==> src/inc/bcdm_pkg.sv <==
package bcdm_pkg;
  localparam int unsigned CLK_HZ = 100_000_000;
  localparam int unsigned ADDR_W = 8;
  localparam int unsigned DEPTH = 82;
  localparam logic [6:0] ADDR_MIN = 7'h02;
  localparam logic [6:0] ADDR_MAX = 7'h53;
  // read access time, microseconds
  localparam int unsigned READ_ACCESS_US = 100;
  localparam int unsigned READ_ACCESS_CYC = READ_ACCESS_US * (CLK_HZ / 1_000_000);
  // address setup time kept by the controller, microseconds
  localparam int unsigned ADDR_SETUP_US = 20;
  // counts in timing-reference periods (200 Hz nominal, 5 ms each)
  // four edges keep the debounce inside 12.5 to 37.5 ms for any phase
  localparam logic [7:0] DEBOUNCE_TICKS = 8'h04;
  localparam logic [7:0] RELEASE_TICKS = 8'h03;
  localparam logic [7:0] ALTER_TICKS = 8'h28;
  localparam logic [7:0] LOCKOUT_TICKS = 8'h03;
  localparam logic STORE_RESET = 1'b0;
endpackage

==> src/verilog/bcdm_core.sv <==
`timescale 1ns/100ps
module bcdm_core
  import bcdm_pkg::*;
(
  input wire logic clock_i,
  input wire logic rst_i,
  input wire logic ce_i,
  input wire logic [3:0] low_digit_lines_i,
  input wire logic [3:0] high_digit_lines_i,
  input wire logic chip_select_n_i,
  input wire logic set_zero_n_i,
  input wire logic set_one_n_i,
  input wire logic timing_reference_input_i,
  output logic data_out_o,
  output logic altering_o
);
  typedef enum logic [4:0] {
    ST_ARMED   = 5'h01,
    ST_DEBOUNC = 5'h02,
    ST_ALTER   = 5'h04,
    ST_RELEASE = 5'h08,
    ST_LOCKOUT = 5'h10
  } bcdm_state_t;

  bcdm_state_t state_ff;
  bcdm_state_t nxt_state;
  logic [DEPTH-1:0] store_ff;
  logic [7:0] tick_cnt_ff;
  logic [6:0] alter_idx_ff;
  logic alter_ok_ff;
  logic alter_val_ff;
  logic data_ff;
  logic alter_ff;
  logic read_pend_ff;
  logic [16:0] access_cnt_ff;
  logic cs_last_ff;
  logic [2:0] sync_q;
  logic cs_n;
  logic sz_n;
  logic so_n;
  logic ref_s;
  logic tick;
  logic run;
  logic cs_fall;
  logic [6:0] cur_idx;
  logic cur_ok;
  logic one_low;
  logic both_high;

  // BCD address to bit index; flag says address is in range
  function automatic logic [7:0] bcd_index(input logic [3:0] lo,
                                           input logic [3:0] hi);
    logic [7:0] bin;
    logic ok;
    bin = 8'h00;
    ok = (lo <= 4'h9) && (hi <= 4'h9);
    bin = {4'h0, hi} * 8'h0A + {4'h0, lo};
    ok = ok && (bin >= {1'b0, ADDR_MIN}) && (bin <= {1'b0, ADDR_MAX});
    bin = bin - {1'b0, ADDR_MIN};
    bcd_index = {ok, bin[6:0]};
  endfunction

  bcdm_sync #(.W(3), .INIT(3'h7)) u_sync (
    .clock_i(clock_i),
    .rst_i(rst_i),
    .ce_i(ce_i),
    .d_i({chip_select_n_i, set_zero_n_i, set_one_n_i}),
    .q_o(sync_q)
  );
  assign cs_n = sync_q[2];
  assign sz_n = sync_q[1];
  assign so_n = sync_q[0];

  logic ref_q;
  bcdm_sync #(.W(1), .INIT(1'b0)) u_ref_sync (
    .clock_i(clock_i),
    .rst_i(rst_i),
    .ce_i(ce_i),
    .d_i(timing_reference_input_i),
    .q_o(ref_q)
  );
  assign ref_s = ref_q;

  // timer idles in armed state whenever no read runs, whatever the set inputs do
  assign run = (state_ff != ST_ARMED) || read_pend_ff;
  bcdm_tick u_tick (
    .clock_i(clock_i),
    .rst_i(rst_i),
    .ce_i(ce_i),
    .run_i(run),
    .ref_i(ref_s),
    .tick_o(tick)
  );

  logic [7:0] dec;
  assign dec = bcd_index(low_digit_lines_i, high_digit_lines_i);
  assign cur_idx = dec[6:0];
  assign cur_ok = dec[7];
  assign one_low = sz_n ^ so_n;
  assign both_high = sz_n & so_n;
  assign cs_fall = cs_last_ff & ~cs_n;

  always_comb begin
    nxt_state = state_ff;
    unique case (state_ff)
      ST_ARMED: begin
        if (one_low) begin
          nxt_state = ST_DEBOUNC;
        end
      end
      ST_DEBOUNC: begin
        if (!one_low) begin
          nxt_state = ST_ARMED;
        end else if (tick && tick_cnt_ff == DEBOUNCE_TICKS - 8'h01) begin
          nxt_state = ST_ALTER;
        end
      end
      ST_ALTER: begin
        if (tick && tick_cnt_ff == ALTER_TICKS - 8'h01) begin
          nxt_state = ST_LOCKOUT;
        end
      end
      ST_LOCKOUT: begin
        if (tick && tick_cnt_ff == LOCKOUT_TICKS - 8'h01) begin
          nxt_state = ST_RELEASE;
        end
      end
      ST_RELEASE: begin
        if (both_high && tick && tick_cnt_ff == RELEASE_TICKS - 8'h01) begin
          nxt_state = ST_ARMED;
        end
      end
      default: nxt_state = ST_ARMED;
    endcase
  end

  always_ff @(posedge clock_i or posedge rst_i) begin
    if (rst_i) begin
      state_ff <= ST_ARMED;
    end else if (ce_i) begin
      state_ff <= nxt_state;
    end
  end

  // period counter; restarts on state change, and on release if a set
  // input goes low again
  always_ff @(posedge clock_i or posedge rst_i) begin
    if (rst_i) begin
      tick_cnt_ff <= 8'h00;
    end else if (ce_i) begin
      if (nxt_state != state_ff) begin
        tick_cnt_ff <= 8'h00;
      end else if (state_ff == ST_RELEASE && !both_high) begin
        tick_cnt_ff <= 8'h00;
      end else if (tick) begin
        tick_cnt_ff <= tick_cnt_ff + 8'h01;
      end
    end
  end

  // latch target at alteration start
  always_ff @(posedge clock_i or posedge rst_i) begin
    if (rst_i) begin
      alter_idx_ff <= 7'h00;
      alter_ok_ff <= 1'b0;
      alter_val_ff <= 1'b0;
    end else if (ce_i) begin
      if (state_ff == ST_DEBOUNC && nxt_state == ST_ALTER) begin
        alter_idx_ff <= cur_idx;
        alter_ok_ff <= cur_ok;
        alter_val_ff <= ~so_n;
      end
    end
  end

  // stored bits, written once at alteration end
  always_ff @(posedge clock_i or posedge rst_i) begin
    if (rst_i) begin
      store_ff <= {DEPTH{STORE_RESET}};
    end else if (ce_i) begin
      if (state_ff == ST_ALTER && nxt_state == ST_LOCKOUT && alter_ok_ff) begin
        store_ff[alter_idx_ff] <= alter_val_ff;
      end
    end
  end

  always_ff @(posedge clock_i or posedge rst_i) begin
    if (rst_i) begin
      cs_last_ff <= 1'b1;
    end else if (ce_i) begin
      cs_last_ff <= cs_n;
    end
  end

  // pending read: set on select fall outside alteration, kept over lockout
  logic blocked;
  assign blocked = (state_ff == ST_ALTER) || (state_ff == ST_LOCKOUT);
  always_ff @(posedge clock_i or posedge rst_i) begin
    if (rst_i) begin
      read_pend_ff <= 1'b0;
      access_cnt_ff <= 17'h00000;
    end else if (ce_i) begin
      if (cs_n || nxt_state == ST_ALTER) begin
        read_pend_ff <= 1'b0;
      end else if (cs_fall && state_ff != ST_ALTER) begin
        read_pend_ff <= 1'b1;
      end else if (state_ff == ST_LOCKOUT && nxt_state == ST_RELEASE) begin
        read_pend_ff <= 1'b1;
      end else if (read_pend_ff && !blocked) begin
        read_pend_ff <= 1'b0;
      end
      if (cs_n) begin
        access_cnt_ff <= 17'h00000;
      end else if (access_cnt_ff != 17'h1FFFF) begin
        access_cnt_ff <= access_cnt_ff + 17'h00001;
      end
    end
  end

  always_ff @(posedge clock_i or posedge rst_i) begin
    if (rst_i) begin
      data_ff <= 1'b0;
    end else if (ce_i) begin
      if (cs_n || blocked || nxt_state == ST_ALTER) begin
        data_ff <= 1'b0;
      end else if (read_pend_ff && cur_ok) begin
        data_ff <= store_ff[cur_idx];
      end
    end
  end

  always_ff @(posedge clock_i or posedge rst_i) begin
    if (rst_i) begin
      alter_ff <= 1'b0;
    end else if (ce_i) begin
      alter_ff <= (nxt_state == ST_ALTER);
    end
  end

  assign data_out_o = data_ff;
  assign altering_o = alter_ff;
endmodule

==> src/verilog/bcdm_sync.sv <==
`timescale 1ns/100ps
module bcdm_sync
  import bcdm_pkg::*;
#(
  parameter int unsigned W = 3,
  parameter logic [W-1:0] INIT = '1
) (
  input wire logic clock_i,
  input wire logic rst_i,
  input wire logic ce_i,
  input wire logic [W-1:0] d_i,
  output logic [W-1:0] q_o
);
  logic [W-1:0] meta_ff;
  logic [W-1:0] q_ff;

  always_ff @(posedge clock_i or posedge rst_i) begin
    if (rst_i) begin
      meta_ff <= INIT;
      q_ff <= INIT;
    end else if (ce_i) begin
      meta_ff <= d_i;
      q_ff <= meta_ff;
    end
  end

  assign q_o = q_ff;
endmodule

==> src/verilog/bcdm_tick.sv <==
`timescale 1ns/100ps
module bcdm_tick
  import bcdm_pkg::*;
(
  input wire logic clock_i,
  input wire logic rst_i,
  input wire logic ce_i,
  input wire logic run_i,
  input wire logic ref_i,
  output logic tick_o
);
  // rising edge of the synchronised timing reference while timer runs
  logic last_ff;
  logic tick_ff;

  always_ff @(posedge clock_i or posedge rst_i) begin
    if (rst_i) begin
      last_ff <= 1'b0;
      tick_ff <= 1'b0;
    end else if (ce_i) begin
      last_ff <= ref_i;
      tick_ff <= run_i & ref_i & ~last_ff;
    end
  end

  assign tick_o = tick_ff;
endmodule
==> config.mk <==
export PLATFORM = sky130hd
export DESIGN_NAME = bcdm_core
export DESIGN_NICKNAME = d
export VERILOG_FILES = /design/src/inc/bcdm_pkg.sv /design/src/verilog/bcdm_core.sv /design/src/verilog/bcdm_sync.sv /design/src/verilog/bcdm_tick.sv
export SDC_FILE = /design/constraint.sdc
export NUM_CORES = 1
export LEC_CHECK = 0
export ABC_AREA = 0
export BUFFER_PORTS_ARGS = -buffer_cell sky130_fd_sc_hd__buf_4
export CORE_MARGIN = 2
export CORE_UTILIZATION = 65
export DETAILED_ROUTE_END_ITERATION = 10
export GPL_ROUTABILITY_DRIVEN = 0
export HOLD_SLACK_MARGIN = 0.05
export PLACE_DENSITY = 0.94
export SYNTH_ARGS = -nofsm -noshare
export SYNTH_HDL_FRONTEND = slang
export SYNTH_SLANG_ARGS = --single-unit
==> constraint.sdc <==
create_clock -name clock_i -period 8.3 [get_ports clock_i]
set_input_delay 0.415 -clock clock_i [delete_from_list [all_inputs] [get_ports clock_i]]
set_output_delay 0.415 -clock clock_i [all_outputs]
set_load 0.02 [all_outputs]
==> metrics.log <==
[metrics] IR drop worst, VDD: ~0.12 mV
[metrics] Logic pwr share: about 12%
[metrics] detailed-placement wirelength estimate: about 10 mm
[metrics] vias per cell: about 7.2
[metrics] crit path max fanout: 23
[metrics] post-synth top area cell: sky130_fd_sc_hd__dfrtp_1
[metrics] area added between synthesis and finish: 10.81%
[metrics] result of the run: complete, no violations
[metrics] CTS buffer count: 17
[metrics] final setup fails: 0
[metrics] total number of nets in the final design: between 600 and 700
[metrics] unrepaired setup endpoints after global routing: no
[metrics] max-cap violation count: 0
[metrics] WS Path Type: input pin to flop
[metrics] instance count of the mapped netlist: 608
[metrics] Period minus WS final: about 3.4 ns
[metrics] Netlist Area Pre-Place: around 6700 µm²
[metrics] largest net degree at the start of global routing: between 80 and 90
[metrics] relative max-transition margin: around 18%
[metrics] starting density of the core: 67.44%
[metrics] Post-synth EDFFs: 0
[metrics] buffer count from post-CTS setup fixing: 0
[metrics] transition time of the tightest slew-check pin: 1.236 ns
[metrics] TritonCTS clock tree: built
[metrics] leakage dissipation: about 3.2 nW
[metrics] largest cells by area after synthesis: sky130_fd_sc_hd__dfrtp_1 (41%), sky130_fd_sc_hd__mux2_2 (9.8%), sky130_fd_sc_hd__mux4_2 (7.4%)
[metrics] antenna violations before repair: 0
[metrics] fraction of power consumed by the clock network: between 40% and 50%
[metrics] number of max-slew violations in the final report: 0
[metrics] clock slew at reported path FFs: roughly 0.060 ns
[metrics] signal arrival time at the worst endpoint: just under 4 ns
[metrics] slowest library cell on the worst path: sky130_fd_sc_hd__ha_1
[metrics] quantity of hold-fixing buffers added after cts: 1
[metrics] total inserted antenna cells: 0
[metrics] first-pass GRT wire length: approximately 29 mm
[metrics] final hold violation count: 0
[metrics] type of element capturing the critical path: flop
[metrics] Synth Flop Type: sky130_fd_sc_hd__dfrtp_1
[metrics] maximum single-stage delay on the critical path: around 1 ns
[metrics] cell internal pwr: roughly 1.1 mW
[metrics] initial detailed-routing violation count: about 950
[metrics] Tcrit/Tclk final: between 40% and 50%
[metrics] top cell type's share of synthesized area: roughly 41%
[metrics] switching pwr: roughly 420 µW
[metrics] count of vias placed by the detailed router: between 5000 and 6000
[metrics] classification of the worst-slack hold path: input pin to flop
[metrics] drt pass-1 iters: 7
[metrics] Sinks on Clock Net: around 120
[metrics] count of cells resized by post-cts repair: 0
[metrics] cells traversed along the worst timing path: buf_4, ha_1, inv_1, ha_1, xnor3_1, mux2i_1, mux2i_1, mux2i_1, mux2_2, o21ai_0, a22o_1
[metrics] synthesized area per cell: 10.94 µm²
[metrics] Max H-tree Level: 4
[metrics] fraction of final layout cells with drive strength greater than 1: 24.96%
[metrics] number of rows created at floorplan: 36
[metrics] post-route antenna net violation count: 0
[metrics] IO Count: 17
[metrics] number of I/O port buffers: 16
[metrics] net switching share of the total power: about 28%
[metrics] clk root buf: sky130_fd_sc_hd__clkbuf_8
[metrics] synthesized netlist net count: about 640
[metrics] Max Freq: ~290 MHz
[metrics] Sequential cell area: ~3000 µm²
[metrics] data required time at the worst endpoint: around 8.8 ns
[metrics] die footprint: about 11000 µm²
[metrics] CP dominant cell by count: sky130_fd_sc_hd__mux2i_1
[metrics] cell count of the worst reg-to-reg path: 8
[metrics] area used by multi-input combinational logic: roughly 3500 µm²
[metrics] post-synthesis register bit count: 118
[metrics] maximum count of clock buffers along a single path: 2
[metrics] GR Overflow Total: 0
[metrics] number of global-route vias before repair: ~5500
[metrics] GRT Overall Usage: approximately 34%
[metrics] startpoint kind of the worst setup timing path: input pin
[metrics] Routed wire per std cell: between 20 and 25 µm
[metrics] core region area: between 9000 and 10000 µm²
[metrics] Post-Route Setup TNS: 0 ns
[metrics] share of synthesized area occupied by flip-flops and latches: 44.54%
[metrics] Clock Latency Late Sink: between 0.5 and 0.6 ns
[metrics] final wirelength: roughly 18 mm
[metrics] number of fillers in the final layout: 524
[metrics] hold slack final: roughly 0.12 ns
[metrics] relative contribution of sequential cells to total power: between 40% and 50%
[metrics] DRC violations left: 0
[metrics] Worst Hold Depth: 2
[metrics] fraction of synthesis flops using an asynchronous set or reset pin: between 90% and 100%
[metrics] Fin Clk Skew: 0.01042 ns
[metrics] overall die width: 105.2 µm
[metrics] chip height: 105.2 µm
[metrics] total number of yosys warnings: 0
[metrics] total power per unit cell area: between 200 and 250 nW/µm²
[metrics] number of distinct library cells after synthesis: 67
[cell type report]
type | instances | area share [%]
inverter | 18 | 0.9504
multi-input combinational | 434 | 47.08
timing repair buffer | 19 | 1.969
sequential | 118 | 40.19
tap | 133 | 2.257
clock buffer | 17 | 5.618
clock inverter | 15 | 1.935
[registers in the layout (all words and copies together), names as in the netlist, 3 cells and up]
name / count
store_ff: 82
u_sync.q_o: 3
alter_idx_ff: 7
u_sync.meta_ff: 3
state_ff: 5
tick_cnt_ff: 8
[cell families after synthesis]
logic type | Yosys count | synth area share (%)
simple gates | 174 | 13.56
compound gates | 146 | 15.14
fa+ha+maj | 13 | 2.671
xor+xnor | 7 | 1.335
mux | 94 | 19.39
buf+inv | 56 | 3.366
flops | 118 | 44.54
[cells in the mapped netlist, drive strengths merged (3+ instances only)]
library cell / instances
a211oi: 3
a21o: 3
a21oi: 10
a22o: 7
and2: 4
and3: 6
buf: 7
clkbuf: 31
dfrtp: 110
dfstp: 8
ha: 11
inv: 17
mux2: 59
mux2i: 13
mux4: 22
nand2: 67
nand2b: 7
nand3: 12
nand3b: 4
nand4: 3
nor2: 28
nor2b: 7
nor3: 18
nor3b: 6
nor4: 4
o211ai: 4
o21ai: 57
o31ai: 42
xnor2: 4
[stage by stage]
stage          std cells  utilization, %  area [µm²]  setup slack (ns)  power (mW)
2_1_floorplan        608               -        6653             4.769      0.7502
3_3_place_gp         721           68.99        6805             4.676      0.7777
3_5_place_dp         721           68.99        6805             4.540      0.7874
4_1_cts              754           74.73        7372             4.975       1.483
5_1_grt              754           74.73        7372             4.770       1.527
6_report             754           74.73        7372             4.864       1.488
[placed cells by master (no fill, tap or decap), drive strengths merged, types with 6 or more instances in the layout]
cell	instances
nand3	12
mux2	59
nor2	28
o31ai	42
nand2b	7
nor3b	6
nand2	67
buf	18
ha	11
dfstp	8
and3	6
inv	24
mux4	22
clkinv	6
nor3	18
o21ai	57
clkbuf	17
nor2b	7
a21oi	10
mux2i	13
a22o	7
dfrtp	110
[critical path: cells and delay by family]
kind	cells	cell delay [ns]
adder cells (fa/ha/maj)	2	1.30
multiplexers	4	0.94
XOR/XNOR	1	0.64
AO/OA/AOI/OAI	2	0.30
buffers and inverters	2	0.29
[worst paths after layout]
path,startpoint,slack [ns],to
setup / recovery,high_digit_lines_i[0],4.86,data_out_o$_DFFE_PP0P_
hold / removal,chip_select_n_i,0.12,u_sync.meta_ff[2]$_DFFE_PP1P_
setup reg to reg,tick_cnt_ff[0]$_DFFE_PP0P_,5.03,store_ff[71]$_DFFE_PP0P_
hold reg to reg,u_tick.last_ff$_DFFE_PP0P_,0.48,u_tick.tick_o$_DFFE_PP0P_
max in group asynchronous,rst_i,6.47,store_ff[56]$_DFFE_PP0P_
min in group asynchronous,rst_i,0.45,tick_cnt_ff[5]$_DFFE_PP0P_
[power by group through the flow]
stage / Clock, mW / Sequential [mW] / Combinational (mW)
detailed placement: 0 / 0.617 / 0.171
finish: 0.700 / 0.608 / 0.180
global route: 0.726 / 0.609 / 0.192
CTS: 0.698 / 0.607 / 0.177
floorplan: 0 / 0.608 / 0.143
global placement: 0 / 0.615 / 0.162
[layer usage]
| metal | vias to the layer above | track usage [%] | routed length (µm) |
|---|---|---|---|
| li1 | 2268 | - | - |
| met1 | 2637 | 41.70 | 6500 |
| met2 | 436 | 53.06 | 8398 |
| met3 | 108 | 11.67 | 2046 |
| met4 | 0 | 15.81 | 878 |
| met5 | - | 0 | 0 |
No activity file was read; power rests on OpenSTA's default activity.
